## config.mk

```make
export PLATFORM = sky130hd
export DESIGN_NAME = tcl_trip_lamps
export DESIGN_NICKNAME = d
export VERILOG_FILES = /design/src/pkg/tcl_pkg.sv /design/src/logic/tcl_trip_lamps.sv
export VERILOG_INCLUDE_DIRS = /design/src /design/src/pkg
export SDC_FILE = /design/constraint.sdc
export NUM_CORES = 1
export LEC_CHECK = 0
export BUFFER_PORTS_ARGS = -buffer_cell sky130_fd_sc_hd__buf_2
export CAP_MARGIN = 10
export CORE_ASPECT_RATIO = 0.6
export CORE_MARGIN = 8
export CORE_UTILIZATION = 51
export DETAILED_ROUTE_END_ITERATION = 12
export PLACE_DENSITY_LB_ADDON = 0.25
export SLEW_MARGIN = 10
export SYNTH_ARGS = -nofsm -noshare
export SYNTH_HDL_FRONTEND = slang
export SYNTH_SLANG_ARGS = --single-unit
```

## constraint.sdc

```tcl
create_clock -name clk -period 1.57 [get_ports clk]
set_input_delay 0.2355 -clock clk [delete_from_list [all_inputs] [get_ports clk]]
set_output_delay 0.2355 -clock clk [all_outputs]
set_load 0.03 [all_outputs]
```

## src/pkg/tcl_cfg.svh

```systemverilog
// constants of the trip command and lamp logic
`ifndef TCL_CFG_SVH
`define TCL_CFG_SVH
`define TCL_REG_CTRL 4'h0
`define TCL_REG_LAMP_SEL0 4'h1
`define TCL_REG_LAMP_SEL1 4'h2
`define TCL_REG_STATUS 4'h3
`define TCL_REG_LAMPS 4'h4
`define TCL_CTRL_RST 32'h0000_0000
`define TCL_SEL_RST 32'h0000_0000
`define TCL_FREE_LAMPS 13
`define TCL_USER_SRCS 16
`define TCL_SEL_W 4
`define TCL_LAMP_GEN 0
`define TCL_LAMP_PHOC 1
`define TCL_LAMP_RESOC 2
`define TCL_LAMP_ARBLK 3
`define TCL_LAMP_THERM 4
`define TCL_LAMP_ARCLS 5
`define TCL_FIXED_LAMPS 6
`endif

```

## src/pkg/tcl_pkg.sv

```systemverilog
// types of the trip command and lamp logic
package tcl_pkg;
  typedef logic [3:0] tcl_addr_t;
  typedef logic [31:0] tcl_data_t;
endpackage

```

## src/logic/tcl_trip_lamps.sv

```systemverilog
// trip command combiner and front-panel lamp drivers
`timescale 1ns/100ps
`include "tcl_cfg.svh"
module tcl_trip_lamps #(
  parameter int FREE_LAMPS = `TCL_FREE_LAMPS,
  parameter int USER_SRCS = `TCL_USER_SRCS
) (
  input wire logic clk,
  input wire logic arst_n,
  input wire logic phase_inst_oc_trip,
  input wire logic residual_inst_oc_trip,
  input wire logic phase_time_oc_trip,
  input wire logic residual_time_oc_trip,
  input wire logic factory_trip_block,
  input wire logic user_three_phase_trip_req,
  input wire logic user_trip_block,
  input wire logic reclose_blocked,
  input wire logic thermal_alarm,
  input wire logic reclose_close_cmd,
  input wire logic [USER_SRCS-1:0] user_lamp_src,
  input wire tcl_pkg::tcl_addr_t addr,
  input wire tcl_pkg::tcl_data_t wdata,
  input wire logic wr,
  input wire logic rd,
  output logic trip_contact,
  output logic general_trip_out,
  output logic [`TCL_FIXED_LAMPS-1:0] fixed_lamp,
  output logic [FREE_LAMPS-1:0] free_lamp,
  output tcl_pkg::tcl_data_t rdata
);
  import tcl_pkg::*;

  // ------------------------------------------------
  // reset release
  // ------------------------------------------------
  logic rst_meta, rst_n;
  always_ff @(posedge clk or negedge arst_n) begin
    if (!arst_n) begin
      rst_meta <= 1'b0;
      rst_n <= 1'b0;
    end else begin
      rst_meta <= 1'b1;
      rst_n <= rst_meta;
    end
  end

  // ------------------------------------------------
  // register file
  // ------------------------------------------------
  // ctrl bit0: software trip block, bit1: software trip test request
  logic [1:0] ctrl, next_ctrl;
  logic [FREE_LAMPS*`TCL_SEL_W-1:0] sel, next_sel;
  tcl_data_t next_rdata;

  function automatic logic [`TCL_SEL_W-1:0] pick_sel(input int idx,
      input logic [FREE_LAMPS*`TCL_SEL_W-1:0] s);
    pick_sel = s[idx*`TCL_SEL_W +: `TCL_SEL_W];
  endfunction

  always_comb begin
    next_ctrl = ctrl;
    next_sel = sel;
    next_rdata = 32'h0000_0000;
    if (wr) begin
      case (addr)
        `TCL_REG_CTRL: next_ctrl = wdata[1:0];
        `TCL_REG_LAMP_SEL0: next_sel[31:0] = wdata;
        `TCL_REG_LAMP_SEL1: next_sel[FREE_LAMPS*`TCL_SEL_W-1:32] =
            wdata[FREE_LAMPS*`TCL_SEL_W-33:0];
        default: ;
      endcase
    end
    if (rd) begin
      case (addr)
        `TCL_REG_CTRL: next_rdata = {30'h0, ctrl};
        `TCL_REG_LAMP_SEL0: next_rdata = sel[31:0];
        `TCL_REG_LAMP_SEL1: next_rdata =
            {{(64-FREE_LAMPS*`TCL_SEL_W){1'b0}}, sel[FREE_LAMPS*`TCL_SEL_W-1:32]};
        `TCL_REG_STATUS: next_rdata = {30'h0, trip_contact, general_trip_out};
        `TCL_REG_LAMPS: next_rdata =
            {{(32-FREE_LAMPS-`TCL_FIXED_LAMPS){1'b0}}, free_lamp, fixed_lamp};
        default: next_rdata = 32'h0000_0000;
      endcase
    end
  end

  always_ff @(posedge clk or negedge arst_n) begin
    if (!arst_n) begin
      ctrl <= 2'h0;
      sel <= '0;
      rdata <= 32'h0000_0000;
    end else if (!rst_n) begin
      ctrl <= 2'h0;
      sel <= '0;
      rdata <= 32'h0000_0000;
    end else begin
      ctrl <= next_ctrl;
      sel <= next_sel;
      rdata <= next_rdata;
    end
  end

  // ------------------------------------------------
  // trip combination
  // ------------------------------------------------
  logic factory_3ph, trip_req, blocked, next_trip;
  assign factory_3ph = phase_inst_oc_trip | residual_inst_oc_trip;
  assign trip_req = factory_3ph | user_three_phase_trip_req | ctrl[1];
  assign blocked = factory_trip_block | user_trip_block | ctrl[0];
  assign next_trip = trip_req & ~blocked;

  // ------------------------------------------------
  // lamps
  // ------------------------------------------------
  logic [`TCL_FIXED_LAMPS-1:0] next_fixed;
  logic [FREE_LAMPS-1:0] next_free;
  always_comb begin
    next_fixed = '0;
    next_fixed[`TCL_LAMP_GEN] = next_trip;
    next_fixed[`TCL_LAMP_PHOC] = phase_inst_oc_trip | phase_time_oc_trip;
    next_fixed[`TCL_LAMP_RESOC] = residual_inst_oc_trip | residual_time_oc_trip;
    next_fixed[`TCL_LAMP_ARBLK] = reclose_blocked;
    next_fixed[`TCL_LAMP_THERM] = thermal_alarm;
    next_fixed[`TCL_LAMP_ARCLS] = reclose_close_cmd;
  end

  genvar g;
  generate
    for (g = 0; g < FREE_LAMPS; g++) begin : g_free
      assign next_free[g] = user_lamp_src[pick_sel(g, sel)];
    end
  endgenerate

  // contact, general trip and general trip lamp flops share one next value so they never disagree
  always_ff @(posedge clk or negedge arst_n) begin
    if (!arst_n) begin
      general_trip_out <= 1'b0;
      trip_contact <= 1'b0;
      fixed_lamp <= '0;
      free_lamp <= '0;
    end else if (!rst_n) begin
      general_trip_out <= 1'b0;
      trip_contact <= 1'b0;
      fixed_lamp <= '0;
      free_lamp <= '0;
    end else begin
      general_trip_out <= next_trip;
      trip_contact <= next_trip;
      fixed_lamp <= next_fixed;
      free_lamp <= next_free;
    end
  end
endmodule // tcl_trip_lamps

```

After elaboration in Yosys (flattened, before gate mapping):

Index checks and enable logic that the tools add are counted.

* flip-flop bits (word level): 108
* latch bits: 0
* memory bits (writable): 0
* bits in read-only memories: 0
* bits of input ports: 66
* output and inout port bits: 53
* word-level logic and storage cells: 82
* memories kept: 0

* add/subtract/negate cells: 0
* multiply operators: 0
* div/mod/pow operators: 0
* order comparisons: 13
* equal/unequal tests: 8
* shift-type cells: 0
* multiplexer cells: 39
* bitwise logic cells: 9
* reduce and logical (&&, ||, !) cells: 4

Operator list (count)
* $pmux W32 S5: 1
* $mux W52: 2
* $mux W32: 3
* $lt A4 B5 Y1 const B: 13
* $bmux W1 S4: 13
* $mux W20: 1
* $mux W1: 14
* $mux W13: 1
* $eq A4 B2 Y1 const B: 2
* $or A1 B1 Y1: 7
* $mux W2: 3
* $mux W6: 1
* $ne A2 B1 Y1 const B: 3
* $reduce_and A2 Y1: 3
* $eq A4 B1 Y1 const B: 1
* $eq A4 B3 Y1 const B: 1
* $logic_not A4 Y1: 1
* $ne A2 B2 Y1 const B: 1
* $and A1 B1 Y1: 1
* $not A1 Y1: 1

Longest topological paths before layout:

* depth after elaboration: 5
* gate-level depth with buffers: 6
* mapped depth without buffers: 4

Worst setup path after synthesis:

Ideal clock, no wire load.

* kind: reg-to-reg
* from: reg sel[48]
* to: reg free_lamp[12]
* setup time: 0.120 ns
* arrival time: 1.379 ns
* required time: 1.450 ns
* slack: 0.071 ns
* stages on the path, launching flop included: 6
* buffers on the path: 1
* period minus slack after synthesis: 1.499 ns
* path through: dfrtp_1 -> buf_2 -> mux4_2 -> o22ai_1 -> nor4b_1 -> a41o_1

* cells in the longest elaborated chain, start to end: 3

RTL lines
* from (decl): line tcl_trip_lamps.sv:52 `` logic [FREE_LAMPS*`TCL_SEL_W-1:0] sel, next_sel; ``
* from (signal assigned): line tcl_trip_lamps.sv:98 `sel <= next_sel;`
* $bmux W1 S4: line tcl_trip_lamps.sv:130 `assign next_free[g] = user_lamp_src[pick_sel(g, sel)];`
* $mux W1 (not written as such): line tcl_trip_lamps.sv:130
* $mux W13: line tcl_trip_lamps.sv:141 `end else if (!rst_n) begin`
* to (signal assigned): line tcl_trip_lamps.sv:150 `free_lamp <= next_free;`
* to (decl): line tcl_trip_lamps.sv:28 `output logic [FREE_LAMPS-1:0] free_lamp,`

No other way between the ends. The select of a mux whose other input is x is not followed.
A chain may end at the register's enable or synchronous reset.

Worst setup path in the final report:

* from: reg sel[40]
* to: reg free_lamp[10]

The elaborated chain is that of the path after synthesis.

==> results_dict.tcl <==
set metrics [dict create \
    run_status "completed" \
    route.layer.met1.wl_mm 8.56 \
    synth-warning-count 0 \
    final.min_clock_period_ps 1550 \
    die_area_sq_mm 0.0159 \
    dr_wl_met2_mm 8.58 \
    p_per_area_mw_per_mm2 808 \
    layout-drive-gt1-share_pct 32.9 \
    min_from "user_trip_block" \
    stdcell_count 889 \
    chipHeight_um 101 \
    multiInputGateArea_sq_mm 0.00319 \
    maxClockFrequency_ghz 0.646 \
    clock-sinks 107 \
    drt_iter0_markers 898 \
    postSynthRegisterBits 107 \
    layout_setup_ws_ps 21.5 \
    cts_made_buffers 9 \
    grtUsageTotal_pct 26.4 \
    critical_path.endpoint_type "register" \
    cts.path.max_buffers 2 \
    post-place-cells 866 \
    reg2reg_depth 4 \
    clk-insertion-delay-late_ps 360 \
    synth.cells.most_frequent "sky130_fd_sc_hd__nand2_1 (111), sky130_fd_sc_hd__dfrtp_1 (107), sky130_fd_sc_hd__a21boi_1 (52), sky130_fd_sc_hd__clkbuf_1 (36), sky130_fd_sc_hd__nor2_1 (32)" \
    final.period_utilization_pct 98.6 \
    insertedDiodeCount 0 \
    mappedNetlistNets 664 \
    slew_headroom_pct 57.1 \
    worst-path-max-fanout 4 \
    coreArea_sq_mm 0.0119 \
    worstSetupStartpointType "register" \
    final_hold_vios 0 \
    worstPathArrival_ps 1780 \
    synth.lib_cells_used.distinct 35 \
    met3_wl_mm 2.89 \
    worst_hold_slack_ps 32.5 \
    reg2reg_slack_ps 20 \
    top_signal_layer_used "met4" \
    via_count 5641 \
    worst_r2r_startpoint "sel[40]$_DFFE_PN0P_" \
    postSynthCellCount 598 \
    die_w_um 158 \
    gp_routability_congestion 0.916 \
    setup-violations-final 0 \
    placement.setup.worst_slack_ps -78.3 \
    crit_path_max_incr_delay_ps 530 \
    r2r_end "free_lamp[10]$_DFF_PN0_" \
    cts_max_level 3 \
    n_fill_cell 964 \
    max-cap-violations 0 \
    core.rowCount 31 \
    sequential_cell_area_sq_mm 0.00269 \
    synthFlopType "sky130_fd_sc_hd__dfrtp_1" \
    critical-path-slowest-cell "sky130_fd_sc_hd__mux4_2" \
    timing_worst_slew_pin_value_ps 644 \
    antenna_violating_nets_post_route 0 \
    final-max-slew-violation-count 0 \
    share_of_synthesized_flip_flops_with_an_asynchronous_set_or_reset_pct 100 \
    min-delay-path-class "in2reg" \
    routedWlPerCell_um 23.2 \
    synth_largest_area_cell "sky130_fd_sc_hd__dfrtp_1" \
    max-vdd-ir-drop_mv 0.432 \
    worstSetupPathType "reg2reg" \
    postLayoutCellArea_sq_mm 0.00752 \
    synth-seq-area-share_pct 43.6 \
    path_cells "mux4_2 -> a2bb2oi_1 -> a32oi_1 -> nor2b_1" \
    firstDrtPassIters 7 \
    first_global_vias 5697 \
    place.port_buffers 118 \
    synthesis.area_per_instance_sq_um 10.3 \
    routed_via_count_divided_by_cell_count 6.35 \
    holdPathStages 2 \
    floorplan.initialDensity_pct 51.5 \
    post_synth_instance_area_sq_mm 0.00614 \
    drc_errors 0 \
    p_leak_nw 3.25 \
    ioPinCount 119 \
    grt_overflow_total 0 \
    grt_pass1_wl_mm 31.8 \
    design.final.nets 785 \
    path_clk_slew_ps 70 \
    largest_net_degree_at_the_start_of_global_routing 108 \
    drt_wl_total_mm 20.6 \
    synth.area.top_cells "sky130_fd_sc_hd__dfrtp_1 (44%), sky130_fd_sc_hd__mux4_2 (9.5%), sky130_fd_sc_hd__nand2_1 (6.8%), sky130_fd_sc_hd__a21boi_1 (6.4%), sky130_fd_sc_hd__mux2i_1 (4.4%)" \
    synthMostInstantiatedCell "sky130_fd_sc_hd__nand2_1" \
    dpl.hpwl_mm 14.0 \
    worst_clock_skew_ps 10.1 \
    placed_area_sq_mm 0.00711 \
    area_growth_syn_to_layout_pct 22.5 \
    cts_root_buf "sky130_fd_sc_hd__clkbuf_16" \
    post-synth-top-area-fraction_pct 43.6 \
    antenna_found_initial 0 \
    required_ps 1800 \
    cts_tree "done" \
    synth_edf_count 0 \
    timing.hold.worst_endpoint "fixed_lamp[0]$_DFF_PN0_" \
]
## layout by cell type, fill, tap and decap left out, drive strengths merged, types with 3 or more instances in the layout
| cell type | count |
|---|---|
| o211ai | 3 |
| a32oi | 3 |
| mux2 | 18 |
| nor4b | 12 |
| a2bb2oi | 6 |
| or3 | 9 |
| inv | 14 |
| a41o | 9 |
| clkbuf | 10 |
| and2 | 17 |
| nor2 | 32 |
| a222oi | 19 |
| nand2b | 11 |
| dfrtp | 107 |
| a2111oi | 9 |
| nor2b | 15 |
| o22ai | 10 |
| nand3 | 6 |
| mux4 | 26 |
| nand2 | 111 |
| a21boi | 52 |
| a31oi | 12 |
| buf | 169 |
| mux2i | 27 |
## cell type report
cell class | instances | area share (%)
multi-input combinational | 419 | 42.4
sequential | 107 | 35.8
tap | 165 | 2.75
timing repair buffer | 170 | 14.3
clock inverter | 6 | 0.948
inverter | 12 | 0.599
clock buffer | 10 | 3.18
## power breakdown
part	switching [mW]	internal [mW]
Combinational	0.480	0.327
Clock	1.10	1.30
Sequential	0.0652	2.80
Total	1.65	4.43
## critical path: cells and delay by family, from the launching register on
| family | cells | cell delay, ps |
|---|---|---|
| mux | 1 | 530 |
| simple gates | 1 | 70 |
| flops | 1 | 440 |
| compound gates | 2 | 400 |
## sequential cells by signal, summed over array words and instances, names as in the netlist
name	count
ctrl	2
fixed_lamp	6
free_lamp	13
rdata	32
rst_meta	1
rst_n	1
sel	52
## timing repair
| item | in CTS | in global routing |
|---|---|---|
| setup buffers | 0 | 6 |
| gates resized for setup | 10 | 9 |
| setup endpoints to repair | 8 | 10 |
| pin swaps | 0 | 1 |
| hold buffers | 1 | 0 |
| hold endpoints to repair | 61 | 0 |
## layer usage
layer / global-route usage [%] / vias to the layer above
met5: 0 / -
met1: 36.3 / 2727
met3: 7.32 / 59
met4: 10.4 / 0
met2: 38.7 / 441
li1: - / 2414
## cell families after synthesis
group	after synthesis	synth area share [%]
simple gates	217	17.1
compound gates	130	16.9
flops	107	43.6
buf+inv	72	5.10
mux	71	17.2
other cells	1	0.0611
## worst max-delay path by stage
| stage | from | to | slack (ps) | depth (start not counted) |
|---|---|---|---|---|
| floorplan | sel[48]$_DFFE_PN0P_ | free_lamp[12]$_DFF_PN0_ | 70 | 5 |
| CTS | sel[44]$_DFFE_PN0P_ | free_lamp[11]$_DFF_PN0_ | 10 | 4 |
| global route | sel[8]$_DFFE_PN0P_ | free_lamp[2]$_DFF_PN0_ | -2 | 4 |
| detailed placement | addr[2] | rdata[10]$_DFF_PN0_ | -80 | 6 |
| finish | sel[40]$_DFFE_PN0P_ | free_lamp[10]$_DFF_PN0_ | 20 | 4 |
| global placement | addr[2] | rdata[10]$_DFF_PN0_ | -70 | 6 |
## metrics by stage
step / TNS [ps] / power [mW] / util, %
3_5_place_dp: -269 / 3.70 / 59.7
6_report: 0 / 6.08 / 63.2
2_1_floorplan: 0 / 3.32 / -
3_3_place_gp: -129 / 3.68 / 59.7
5_1_grt: -1.97 / 6.30 / 63.2
4_1_cts: 0 / 6.10 / 62.5
Note: power is estimated with default switching activity, not from simulation.
